## src/rtl/spr_consts.svh

```systemverilog
// constants for the start-pattern recognizer and receive config block
// assumes inclusion by files that need offsets, fields and reset values
// Notes on behaviour
// - recovery_disable bit 6 zero runs data/clock recovery, one bypasses it.
// - pattern search happens only while recognition enable bit 5 is set.
// - pattern_size bits 4,3 select one to four pattern bytes, first byte always.
// - tolerance bits 2,1 allow zero to three bit mismatches.
// - pattern bytes 0x16 to 0x19, first most significant and sent first.
// - onoff_threshold eight bits, 0.5 dB per count, reset 6 dB.
// - peak_decay_step bits 7..5 choose decay of tracked maximum level.
// - peak_update_rate bits 4..2 choose update period or multiple per chip.
// - average_filter_select bits 1,0 choose averaging cutoff.
// - transmit_filter_index bits 7..4, reset 0111.
// - output power bits 3..1, 000 strongest, 111 weakest.
`ifndef SPR_CONSTS_SVH
`define SPR_CONSTS_SVH
`define SPR_OFF_CTRL      8'h12
`define SPR_OFF_THRESH    8'h13
`define SPR_OFF_RSSI      8'h14
`define SPR_OFF_PEAK      8'h15
`define SPR_OFF_PAT0      8'h16
`define SPR_OFF_PAT1      8'h17
`define SPR_OFF_PAT2      8'h18
`define SPR_OFF_PAT3      8'h19
`define SPR_OFF_TX        8'h1a
`define SPR_OFF_STAT      8'h20
`define SPR_RST_CTRL      8'h00
`define SPR_RST_THRESH    8'h0c
`define SPR_RST_PEAK      8'h00
`define SPR_RST_PAT       8'h00
`define SPR_RST_TX        8'h70
`define SPR_MASK_CTRL     8'hfe
`define SPR_MASK_TX       8'hfe
`define SPR_BIT_RECDIS    6
`define SPR_BIT_RECOG     5
`define SPR_BIT_SZHI      4
`define SPR_BIT_SZLO      3
`define SPR_BIT_TOLHI     2
`define SPR_BIT_TOLLO     1
`endif

```

## src/rtl/spr_pkg.sv

```systemverilog
// types for the start-pattern recognizer block
// assumes no surroundings; types only
package spr_pkg;
    typedef enum logic [1:0]
    {
        SPR_ST_IDLE  = 2'b01,
        SPR_ST_HUNT  = 2'b10
    } spr_state_t;
    typedef logic [7:0] spr_byte_t;
endpackage : spr_pkg

```

## src/rtl/spr_top.sv

```systemverilog
// start-pattern recognizer with receive/transmit config registers
// assumes apb master on mclk; rxBit/rxBitValid come from same clock
`timescale 1ns/100ps
`default_nettype none
`include "spr_consts.svh"
module spr_top
(
    // clock and reset
    input  wire logic              mclk,
    input  wire logic              rst,
    // apb
    input  wire logic              psel,
    input  wire logic              penable,
    input  wire logic              pwrite,
    input  wire logic [31:0]       paddr,
    input  wire logic [31:0]       pwdata,
    output logic [31:0]            prdata,
    output logic                   pready,
    output logic                   pslverr,
    // demodulated data and recovery
    input  wire logic              rxRaw,
    input  wire logic              rxRawValid,
    input  wire logic              rxBit,
    input  wire logic              rxBitValid,
    input  wire spr_pkg::spr_byte_t rssiIn,
    // configuration to analogue and recovery
    output logic                   recoveryEnable,
    output logic                   polyphaseEnable,
    output spr_pkg::spr_byte_t     onoffThreshold,
    output logic [2:0]             peakDecayStep,
    output logic [2:0]             peakUpdateRate,
    output logic [1:0]             averageFilterSelect,
    output logic [3:0]             transmitFilterIndex,
    output logic [2:0]             outputPower,
    // recognizer result
    output logic                   patternFound
);
    import spr_pkg::*;

    spr_byte_t  ctrl_reg, ctrl_next;
    spr_byte_t  thr_reg, thr_next;
    spr_byte_t  peak_reg, peak_next;
    spr_byte_t  tx_reg, tx_next;
    spr_byte_t  pat_reg [4];
    spr_byte_t  pat_next [4];
    spr_byte_t  rssi_reg, rssi_next;
    logic [31:0] hist_reg, hist_next;
    logic [5:0]  fill_reg, fill_next;
    logic        found_reg, found_next;
    logic        sticky_reg, sticky_next;
    spr_state_t  state_reg, state_next;
    logic        wrStb, rdOk;
    logic [7:0]  wrIdx;
    logic [5:0]  errCnt;
    logic [31:0] patWord, care;
    logic [5:0]  need;
    logic        useBit, useValid;

    spr_apb_slave u_apb
    (
        .mclk    (mclk),
        .rst     (rst),
        .psel    (psel),
        .penable (penable),
        .pwrite  (pwrite),
        .paddr   (paddr),
        .pready  (pready),
        .pslverr (pslverr),
        .wrStb   (wrStb),
        .wrIdx   (wrIdx),
        .rdOk    (rdOk)
    );

    // register writes
    always_comb
    begin
        ctrl_next = ctrl_reg;
        thr_next  = thr_reg;
        peak_next = peak_reg;
        tx_next   = tx_reg;
        for (int i = 0; i < 4; i++)
        begin
            pat_next[i] = pat_reg[i];
        end
        if (wrStb)
        begin
            unique case (wrIdx)
                `SPR_OFF_CTRL:   ctrl_next = pwdata[7:0] & `SPR_MASK_CTRL;
                `SPR_OFF_THRESH: thr_next = pwdata[7:0];
                `SPR_OFF_PEAK:   peak_next = pwdata[7:0];
                `SPR_OFF_PAT0:   pat_next[0] = pwdata[7:0];
                `SPR_OFF_PAT1:   pat_next[1] = pwdata[7:0];
                `SPR_OFF_PAT2:   pat_next[2] = pwdata[7:0];
                `SPR_OFF_PAT3:   pat_next[3] = pwdata[7:0];
                `SPR_OFF_TX:     tx_next = pwdata[7:0] & `SPR_MASK_TX;
                default:         ctrl_next = ctrl_reg;
            endcase
        end
    end

    // read mux; strength shows live state, the match flag is sticky
    always_comb
    begin
        prdata = 32'h0000_0000;
        if (rdOk)
        begin
            unique case (paddr[9:2])
                `SPR_OFF_CTRL:   prdata[7:0] = ctrl_reg;
                `SPR_OFF_THRESH: prdata[7:0] = thr_reg;
                `SPR_OFF_RSSI:   prdata[7:0] = rssi_reg;
                `SPR_OFF_PEAK:   prdata[7:0] = peak_reg;
                `SPR_OFF_PAT0:   prdata[7:0] = pat_reg[0];
                `SPR_OFF_PAT1:   prdata[7:0] = pat_reg[1];
                `SPR_OFF_PAT2:   prdata[7:0] = pat_reg[2];
                `SPR_OFF_PAT3:   prdata[7:0] = pat_reg[3];
                `SPR_OFF_TX:     prdata[7:0] = tx_reg;
                `SPR_OFF_STAT:   prdata[0] = sticky_reg;
                default:         prdata = 32'h0000_0000;
            endcase
        end
    end

    assign useBit   = ctrl_reg[`SPR_BIT_RECDIS] ? rxRaw : rxBit;
    assign useValid = ctrl_reg[`SPR_BIT_RECDIS] ? rxRawValid : rxBitValid;

    always_comb
    begin
        need = {1'b0, ctrl_reg[`SPR_BIT_SZHI:`SPR_BIT_SZLO], 3'b000} + 6'd8;
        // first byte most significant, aligned to oldest bit
        patWord = {pat_reg[0], pat_reg[1], pat_reg[2], pat_reg[3]};
        unique case (ctrl_reg[`SPR_BIT_SZHI:`SPR_BIT_SZLO])
            2'b00:
            begin
                patWord = {24'h00_0000, pat_reg[0]};
                care    = 32'h0000_00ff;
            end
            2'b01:
            begin
                patWord = {16'h0000, pat_reg[0], pat_reg[1]};
                care    = 32'h0000_ffff;
            end
            2'b10:
            begin
                patWord = {8'h00, pat_reg[0], pat_reg[1], pat_reg[2]};
                care    = 32'h00ff_ffff;
            end
            default: care = 32'hffff_ffff;
        endcase
    end

    spr_match u_match
    (
        .hist   (hist_reg),
        .pat    (patWord),
        .care   (care),
        .errCnt (errCnt)
    );

    // recognizer
    always_comb
    begin
        state_next  = state_reg;
        hist_next   = hist_reg;
        fill_next   = fill_reg;
        found_next  = 1'b0;
        rssi_next   = rssiIn;
        unique case (state_reg)
            SPR_ST_IDLE:
            begin
                fill_next = 6'd0;
                if (ctrl_reg[`SPR_BIT_RECOG])
                begin
                    state_next = SPR_ST_HUNT;
                end
            end
            SPR_ST_HUNT:
            begin
                if (!ctrl_reg[`SPR_BIT_RECOG])
                begin
                    state_next = SPR_ST_IDLE;
                end
                else if (useValid)
                begin
                    hist_next = {hist_reg[30:0], useBit};
                    if (fill_reg != 6'd32)
                    begin
                        fill_next = fill_reg + 6'd1;
                    end
                end
            end
            // illegal one-hot codes fall back to idle
            default:
            begin
                state_next = SPR_ST_IDLE;
                fill_next  = 6'd0;
            end
        endcase
        // accept up to tolerance code errors
        if (state_reg == SPR_ST_HUNT && fill_reg >= need
            && errCnt <= {4'h0, ctrl_reg[`SPR_BIT_TOLHI:`SPR_BIT_TOLLO]}
            && ctrl_reg[`SPR_BIT_RECOG])
        begin
            found_next = 1'b1;
        end
    end

    // status flag: write 1 clears, a match in the same cycle wins
    always_comb
    begin
        sticky_next = sticky_reg;
        if (wrStb && wrIdx == `SPR_OFF_STAT && pwdata[0])
        begin
            sticky_next = 1'b0;
        end
        if (found_next)
        begin
            sticky_next = 1'b1;
        end
    end

    always_ff @(posedge mclk)
    begin
        if (rst)
        begin
            sticky_reg <= 1'b0;
        end
        else
        begin
            sticky_reg <= sticky_next;
        end
    end

    always_ff @(posedge mclk)
    begin
        if (rst)
        begin
            ctrl_reg   <= `SPR_RST_CTRL;
            thr_reg    <= `SPR_RST_THRESH;
            peak_reg   <= `SPR_RST_PEAK;
            tx_reg     <= `SPR_RST_TX;
            rssi_reg   <= 8'h00;
            hist_reg   <= 32'h0000_0000;
            fill_reg   <= 6'd0;
            found_reg  <= 1'b0;
            state_reg  <= SPR_ST_IDLE;
        end
        else
        begin
            ctrl_reg   <= ctrl_next;
            thr_reg    <= thr_next;
            peak_reg   <= peak_next;
            tx_reg     <= tx_next;
            rssi_reg   <= rssi_next;
            hist_reg   <= hist_next;
            fill_reg   <= fill_next;
            found_reg  <= found_next;
            state_reg  <= state_next;
        end
    end

    // one storage slot per pattern byte
    for (genvar g = 0; g < 4; g++)
    begin : g_pat
        always_ff @(posedge mclk)
        begin
            if (rst)
            begin
                pat_reg[g] <= `SPR_RST_PAT;
            end
            else
            begin
                pat_reg[g] <= pat_next[g];
            end
        end
    end

    // configuration outputs straight from registers
    // recovery enable out
    assign recoveryEnable      = !ctrl_reg[`SPR_BIT_RECDIS];
    assign polyphaseEnable     = ctrl_reg[7];
    assign onoffThreshold      = thr_reg;
    assign peakDecayStep       = peak_reg[7:5];
    assign peakUpdateRate      = peak_reg[4:2];
    assign averageFilterSelect = peak_reg[1:0];
    assign transmitFilterIndex = tx_reg[7:4];
    assign outputPower         = tx_reg[3:1];
    assign patternFound        = found_reg;
endmodule : spr_top
`default_nettype wire

```

## src/rtl/spr_apb_slave.sv

```systemverilog
// apb slave decode for the config registers
// assumes an apb master on mclk; zero-wait answer
`timescale 1ns/100ps
`default_nettype none
`include "spr_consts.svh"
module spr_apb_slave
(
    // clock and reset
    input  wire logic         mclk,
    input  wire logic         rst,
    // apb
    input  wire logic         psel,
    input  wire logic         penable,
    input  wire logic         pwrite,
    input  wire logic [31:0]  paddr,
    output logic              pready,
    output logic              pslverr,
    // decoded
    output logic              wrStb,
    output logic [7:0]        wrIdx,
    output logic              rdOk
);
    import spr_pkg::*;
    logic [7:0] idx;
    // word index; registers are byte addresses times one word
    assign idx     = paddr[9:2];
    assign pready  = 1'b1;
    assign rdOk    = (paddr[31:10] == 22'h00_0000) && (paddr[1:0] == 2'b00);
    // unmapped addresses error out instead of silently aliasing
    assign pslverr = psel && penable && !(rdOk && ((idx >= `SPR_OFF_CTRL && idx <= `SPR_OFF_TX)
                     || idx == `SPR_OFF_STAT));
    assign wrStb   = psel && penable && pwrite && !pslverr;
    assign wrIdx   = idx;
endmodule : spr_apb_slave
`default_nettype wire

```

## src/rtl/spr_match.sv

```systemverilog
// mismatch counter over the 32-bit window
// assumes masked pattern and history from the same clock
`timescale 1ns/100ps
`default_nettype none
module spr_match
(
    // inputs
    input  wire logic [31:0]  hist,
    input  wire logic [31:0]  pat,
    input  wire logic [31:0]  care,
    // result
    output logic [5:0]        errCnt
);
    logic [31:0] diff;
    assign diff = (hist ^ pat) & care;
    always_comb
    begin
        errCnt = 6'h00;
        for (int i = 0; i < 32; i++)
        begin
            errCnt = errCnt + {5'b0_0000, diff[i]};
        end
    end
endmodule : spr_match
`default_nettype wire

```

## config.mk

```make
export PLATFORM = sky130hd
export DESIGN_NAME = spr_top
export DESIGN_NICKNAME = d
export VERILOG_FILES = /design/src/rtl/spr_pkg.sv /design/src/rtl/spr_top.sv /design/src/rtl/spr_apb_slave.sv /design/src/rtl/spr_match.sv
export VERILOG_INCLUDE_DIRS = /design/src /design/src/rtl
export SDC_FILE = /design/constraint.sdc
export NUM_CORES = 1
export LEC_CHECK = 0
export ABC_CLOCK_PERIOD_IN_PS = 7700
export BUFFER_PORTS_ARGS = -buffer_cell sky130_fd_sc_hd__clkbuf_2
export CAP_MARGIN = 20
export CORE_UTILIZATION = 40
export DETAILED_ROUTE_END_ITERATION = 10
export PLACE_DENSITY = 0.64
export SKIP_LAST_GASP = 1
export SLEW_MARGIN = 25
export SYNTH_ARGS = -nofsm -noshare
export SYNTH_HDL_FRONTEND = slang
export SYNTH_SLANG_ARGS = --single-unit
```

## constraint.sdc

```tcl
create_clock -name mclk -period 7.7 [get_ports mclk]
set_input_delay 1.54 -clock mclk [delete_from_list [all_inputs] [get_ports mclk]]
set_output_delay 1.54 -clock mclk [all_outputs]
set_load 0.03 [all_outputs]
```

==> summary.md, run 1 <==
| Metric | Value |
|---|---|
| Max rail drop VDD | `0.161 mV` |
| Final worst path period need | `7.25 ns` |
| CTS Root Cell | `clkbuf_16` |
| Crit path kind | `reg -> reg` |
| Post-Synth Simple-Gate Area | `0.178` |
| Worst-skew pair later-pin latency | `0.37 ns` |
| Tcrit/Tclk final | `0.942` |
| Site Rows | `47` |
| Busiest metal layer after global routing | `met2` |
| Max-slew violation count | `0` |
| Adder-cell share of the synthesized area | `0.108` |
| Setup WS pre-CTS | `0.379 ns` |
| Syn. warnings | `0` |
| DRT iter0 DRCs | `459` |
| Status | `finished clean` |
| M1 GR Usage | `0.304` |
| Total Neg Setup Slack | `0 ns` |
| Critical Path RT | `8.01 ns` |
| Layout cells sized above 1 | `0.163` |
| Clk slew on worst S/H paths | `0.08 ns` |
| Hold WC Path Type | `reg -> reg` |
| Synth area leader | `dfxtp_1` |
| Total power | `1.11 mW` |
| IO Pins | `141` |
| Mux share of post-synthesis cell area | `0.104` |
| Met2 usage | `0.335` |
| DRC viols | `0` |
| Switching Share | `0.262` |
| Final instance area | `7530 um^2` |
| Vert. Die Dim | `132 um` |
| Post-synth top flop | `dfxtp_1` |
| Via count | `5777` |
| Total GRT Usage | `0.218` |
| Total congestion overflow | `0` |
| PD cells | `148 nW/um^2` |
| Mapped Cells | `801` |
| Initial antenna violation count | `0` |
| Reg-to-reg endpoint | `sticky_reg$_SDFFE_PP0P_` |
| CP Launch Type | `register` |
| P_leak | `3.11 nW` |
| Sequential cell area | `2240 um^2` |
| Max cap viols | `0` |
| H-Tree Depth | `3` |
| Reg2Reg Setup Slack | `0.45 ns` |
| Hold_ws | `0.480 ns` |
| FMAX | `0.138 GHz` |
| Wire length per cell | `17.2 um` |
| Syn-to-layout area delta | `11.3%` |
| Synth Area in Compound Gates | `0.153` |
| Routed Wire Length | `18500 um` |
| Port Buffers | `91` |
| Hold Path End | `hist_reg[3]$_SDFFE_PP0P_` |
| Met3 GRT Util | `0.0346` |
| Sink Count | `112` |
| Endpoints failing setup | `0` |
| Number of synthesized flops with an enable pin | `0` |
| # diodes | `0` |
| CTS Buffer Depth | `2` |
| Flops & latches, synth | `112` |
| CP max FO | `8` |
| # fillers | `1644` |
| Syn Area/Cell | `8.45 um^2` |
| Initial Utilization | `0.409` |
| Seq pwr share | `0.522` |
| Multi-input gate area | `4030 um^2` |
| Final hold vios | `0` |
| Pint | `823 uW` |
| Via density | `5.36` |
| Net switching power | `292 uW` |
| Yosys top cell area share | `0.331` |
| First-pass GRT wire length | `29200 um` |
| Final Wtd Congestion | `0.865` |
| Combinational cell fraction of total power | `0.064` |
| Asr flop ratio synth | `0` |
| CP Capture Type | `register` |
| Core Area | `16500 um^2` |
| Nets | `979` |
| Skew final | `0.0116 ns` |
| CTS Buf Count | `9` |
| Cell Area, Synth | `6770 um^2` |
| Hpwl dp | `13600 um` |
| Worst-margin pin slew | `0.988 ns` |
| Largest family of logic cells by synthesized area | `simple AND/OR/NAND/NOR gates` |
| Relative slew slack | `0.340` |
| Hold depth | `2` |
| Synth top area cells | `dfxtp_1 33%, mux2i_1 8.9%, nand2_1 7.7%` |
| Distinct cells, synth | `57` |
| Die X | `132 um` |
| Final WS setup | `0.446 ns` |
| Number of global-route vias before repair | `5210` |
| Largest net degree at the start of global routing | `66` |
| Hold path startpoint | `hist_reg[2]$_SDFFE_PP0P_` |
| Synth Area in XOR/XNOR | `0.0375` |
| Sequential area share after synthesis | `0.331` |
| Unrepaired setup endpoints after global routing | `false` |
| Worst reg2reg startpoint | `ctrl_reg[4]$_SDFFE_PP0P_` |
| Cells on worst reg2reg path | `24` |
| CTS tree | `built` |
| Final ANT Viol Nets | `0` |
| Crit. Startpoint | `ctrl_reg[4]$_SDFFE_PP0P_` |
| TritonRoute pass-1 iters | `7` |
| Critical path arrival | `7.57 ns` |
| Clock power share | `0.414` |
| Dpl cell area | `7250 um^2` |
| Die Area | `17400 um^2` |
[timing repair]
item	in CTS	in global routing
gates resized for setup	0	2
setup buffers	0	0
hold buffers	0	0
endpoints found under the setup margin	0	2
[worst max-delay path by stage]
stage / to / slack, ns / cells past startpoint
after floorplan: sticky_reg$_SDFFE_PP0P_ / 0.66 / 25
after global placement: sticky_reg$_SDFFE_PP0P_ / 0.44 / 24
after detailed placement: sticky_reg$_SDFFE_PP0P_ / 0.38 / 24
after CTS: sticky_reg$_SDFFE_PP0P_ / 0.34 / 24
after global routing: sticky_reg$_SDFFE_PP0P_ / 0.06 / 24
final: sticky_reg$_SDFFE_PP0P_ / 0.45 / 24
[synth_stat cells (all sizes together), types with 8 or more instances]
cell      n
o21ai    23
a22oi    23
fa       24
a21oi    61
xor2     11
nor4      8
buf      40
mux2      9
nand2   139
nand3    16
dfxtp   112
nor2b    14
mux2i    60
ha       20
clkbuf   43
inv      43
a222oi    8
xnor2    18
nor2     45
[cell families after synthesis]
| group | after synthesis |
|---|---|
| adders and majority gates | 44 |
| AOI/OAI and AO/OA | 155 |
| xor gates and xnor gates | 29 |
| buffers and inverters | 127 |
| other | 2 |
| DFF | 112 |
| and+or+nand+nor | 263 |
| muxes | 69 |
[cells in the final DEF (no fill, tap or decap), drive strengths merged, types with 24 or more instances in the layout]
cell    netlist  routed
conb          2      25
a21oi        61      61
nor2         45      45
nand2       139     139
inv          43      45
clkbuf       43     100
fa           24      24
dfxtp       112     112
mux2i        60      60
[critical path, stage by stage, from the launching register on]
cell and delay (ns):
dfxtp_1 0.44, inv_1 0.12, ha_1 0.30, a222oi_1 0.32, a21oi_1 0.14, xor2_1 0.17, ha_1 0.28, inv_1 0.05
fa_1 0.53, inv_1 0.06, fa_1 0.50, fa_1 0.52, fa_1 0.52, fa_1 0.56, fa_1 0.56, inv_1 0.06
fa_1 0.40, inv_1 0.09, fa_1 0.42, ha_1 0.30, a21oi_1 0.13, a21oi_1 0.05, a2111oi_1 0.36, buf_4 0.20
a31o_2 0.10
[through the flow]
stage,utilization,instances
CTS,0.456,1078
floorplan,-,824
global placement,0.438,1062
global route,0.456,1078
detailed placement,0.439,1063
finish,0.456,1078
[power groups by stage]
stage / clock, mW / combinational [mW] / sequential (mW)
floorplan: 0 / 0.0563 / 0.595
global placement: 0 / 0.0703 / 0.596
detailed placement: 0 / 0.0703 / 0.596
CTS: 0.466 / 0.0705 / 0.582
global route: 0.491 / 0.0763 / 0.582
finish: 0.461 / 0.0714 / 0.582
[per-layer routing]
metal  wire, um  vias up
met3       1450       31
met2       8500      245
li1           -     2804
met5          0        -
met1       8150     2697
met4        443        0
[cell type report]
cell class	instances	area share
sequential	112	0.298
timing repair buffer	102	0.0719
tap	220	0.0366
clock buffer	9	0.0299
multi-input combinational	585	0.534
inverter	44	0.0219
clock inverter	6	0.00731
No activity file was read; power rests on OpenSTA's default activity.
==> run 2, diff against run 1 <==
--- a/config.mk
+++ b/config.mk
@@ -6,7 +6,7 @@
 export SDC_FILE = /design/constraint.sdc
 export NUM_CORES = 1
 export LEC_CHECK = 0
-export ABC_CLOCK_PERIOD_IN_PS = 7700
+export ABC_CLOCK_PERIOD_IN_PS = 6700
 export BUFFER_PORTS_ARGS = -buffer_cell sky130_fd_sc_hd__clkbuf_2
 export CAP_MARGIN = 20
 export CORE_UTILIZATION = 40
==> constraint.sdc (replaced) <==
create_clock -name mclk -period 6.7 [get_ports mclk]
set_input_delay 1.34 -clock mclk [delete_from_list [all_inputs] [get_ports mclk]]
set_output_delay 1.34 -clock mclk [all_outputs]
set_load 0.03 [all_outputs]
==> run 2 against run 1 <==
  * Non-clock buffer count is 24 higher
  * Die area unchanged
  * Power is 19% higher
  * Hold slack lost 0.0017 ns
  * Sequential power rose by 15%
  * Combinational power up 15%
  * Sequential cell count stayed put
  * Sequential share of layout area down 1.1 points
  * Wire length is 3.0% higher
  * Clock skew shrank 0.0027 ns
  * Maximum frequency is 11% higher
  * Critical path depth is 1 lower
  * Largest power group unchanged
==> summary.md, run 2 (synthesis gave the netlist of run 1 again) <==
| Metric | Value |
|---|---|
| Critical Path RT | `7.01 ns` |
| Vert. Die Dim | `132 um` |
| IO Pins | `141` |
| Sink Count | `112` |
| Skew final | `0.00889 ns` |
| Layout cells sized above 1 | `0.202` |
| Hpwl dp | `14400 um` |
| Worst-margin pin slew | `0.973 ns` |
| Total GRT Usage | `0.221` |
| Clk slew on worst S/H paths | `0.08 ns` |
| DRT iter0 DRCs | `491` |
| Clock power share | `0.434` |
| FMAX | `0.153 GHz` |
| Worst-skew pair later-pin latency | `0.36 ns` |
| Relative slew slack | `0.350` |
| Nets | `1003` |
| P_leak | `3.26 nW` |
| Crit. Startpoint | `ctrl_reg[4]$_SDFFE_PP0P_` |
| Endpoints failing setup | `0` |
| Final cell count without fillers | `1103` |
| CTS Buf Count | `9` |
| CP max FO | `7` |
| Dpl cells | `1084` |
| Final worst path period need | `6.53 ns` |
| PD cells | `169 nW/um^2` |
| Hold_ws | `0.479 ns` |
| Net switching power | `329 uW` |
| Most common cell after layout, fill and taps aside | `nand2_1` |
| CP Capture Type | `register` |
| CP Launch Type | `register` |
| Final hold vios | `0` |
| First-pass GRT wire length | `29800 um` |
| Switching Share | `0.249` |
| CTS Root Cell | `clkbuf_16` |
| Wire length per cell | `17.3 um` |
| Initial antenna violation count | `0` |
| Tcrit/Tclk final | `0.974` |
| Site Rows | `47` |
| Core Area | `16500 um^2` |
| Initial Utilization | `0.409` |
| Status | `finished clean` |
| Crit path kind | `reg -> reg` |
| Max-slew violation count | `0` |
| DRC viols | `0` |
| Hold path startpoint | `hist_reg[10]$_SDFFE_PP0P_` |
| Via count | `5895` |
| CTS tree | `built` |
| Unrepaired setup endpoints after global routing | `true` |
| Die Area | `17400 um^2` |
| TritonRoute pass-1 iters | `5` |
| Hold Buf Count CTS | `0` |
| H-Tree Depth | `3` |
| Via density | `5.34` |
| Hold WC Path Type | `reg -> reg` |
| Critical path arrival | `6.84 ns` |
| Routed Wire Length | `19100 um` |
| Worst reg2reg startpoint | `ctrl_reg[4]$_SDFFE_PP0P_` |
| Seq pwr share | `0.504` |
| # diodes | `0` |
| Combinational cell fraction of total power | `0.062` |
| Total congestion overflow | `0` |
| Final ANT Viol Nets | `0` |
| Max cap viols | `0` |
| CTS Buffer Depth | `2` |
| Max rail drop VDD | `0.144 mV` |
| Number of global-route vias before repair | `5454` |
| Largest net degree at the start of global routing | `53` |
| Die X | `132 um` |
| Pint | `995 uW` |
| Final Wtd Congestion | `0.866` |
| Port Buffers | `91` |
| Syn-to-layout area delta | `16.0%` |
| Most frequent cells in the layout | `139 x nand2_1, 110 x dfxtp_1, 91 x clkbuf_2` |
[run 2: cell type report]
cell class / instances / area, um^2
flip-flops and latches: 112 / 2250
well taps: 220 / 275
clock buffers: 10 / 239
repair buffers: 126 / 729
inverters: 44 / 170
clock inverters: 6 / 72.6
fillers: 1605 / 8680
multi-input cells: 585 / 4110
[run 2: timing repair]
action,CTS,global route
endpoints found under the setup margin,2,2
pin swaps,16,17
buffers inserted,1,3
resized for setup,18,7
[run 2: power by group through the flow]
stage | Clock, mW | Sequential, mW | Combinational [mW]
after CTS | 0.583 | 0.668 | 0.0811
after floorplan | 0 | 0.684 | 0.0647
final | 0.575 | 0.668 | 0.0818
after detailed placement | 0 | 0.685 | 0.0808
after global placement | 0 | 0.685 | 0.0805
after global routing | 0.606 | 0.668 | 0.0877
[run 2: worst paths after layout]
kind                                                  end  cells after the start  slack (ns)
worst min register to register  hist_reg[11]$_SDFFE_PP0P_                      2        0.48
worst min-delay path            hist_reg[11]$_SDFFE_PP0P_                      2        0.48
worst max register to register    sticky_reg$_SDFFE_PP0P_                     23        0.17
worst max-delay path              sticky_reg$_SDFFE_PP0P_                     23        0.17
[run 2: stage by stage]
stage	utilization	setup TNS, ns	cell area, um^2	total power [mW]	setup WS [ns]
after detailed placement	0.448	-0.192	7410	0.765	-0.140
after floorplan	-	0	6880	0.748	0.000136
after global placement	0.448	-0.136	7410	0.765	-0.111
after CTS	0.471	0	7790	1.33	0.0290
final	0.475	0	7850	1.32	0.173
after global routing	0.475	-0.102	7850	1.36	-0.0921
[run 2: worst max-delay path, cell delays in order, from the launching register on]
cell and delay (ns):
dfxtp_4 0.36, buf_6 0.12, ha_4 0.17, buf_6 0.13
buf_6 0.12, a222oi_1 0.26, a21oi_1 0.15, xnor2_1 0.17
fa_1 0.57, inv_2 0.04, fa_1 0.55, fa_1 0.43
fa_1 0.51, fa_1 0.47, fa_1 0.56, inv_1 0.05
fa_2 0.33, inv_2 0.07, fa_1 0.42, ha_4 0.31
buf_4 0.10, a21oi_2 0.05, a2111oi_4 0.36, a31o_2 0.16
[run 2: per-layer routing]
layer	GRT usage	vias up	share of wire
met2	0.359	204	0.47
met5	0	-	0
met1	0.290	2808	0.44
li1	-	2848	-
met3	0.0427	35	0.059
met4	0.0801	0	0.024
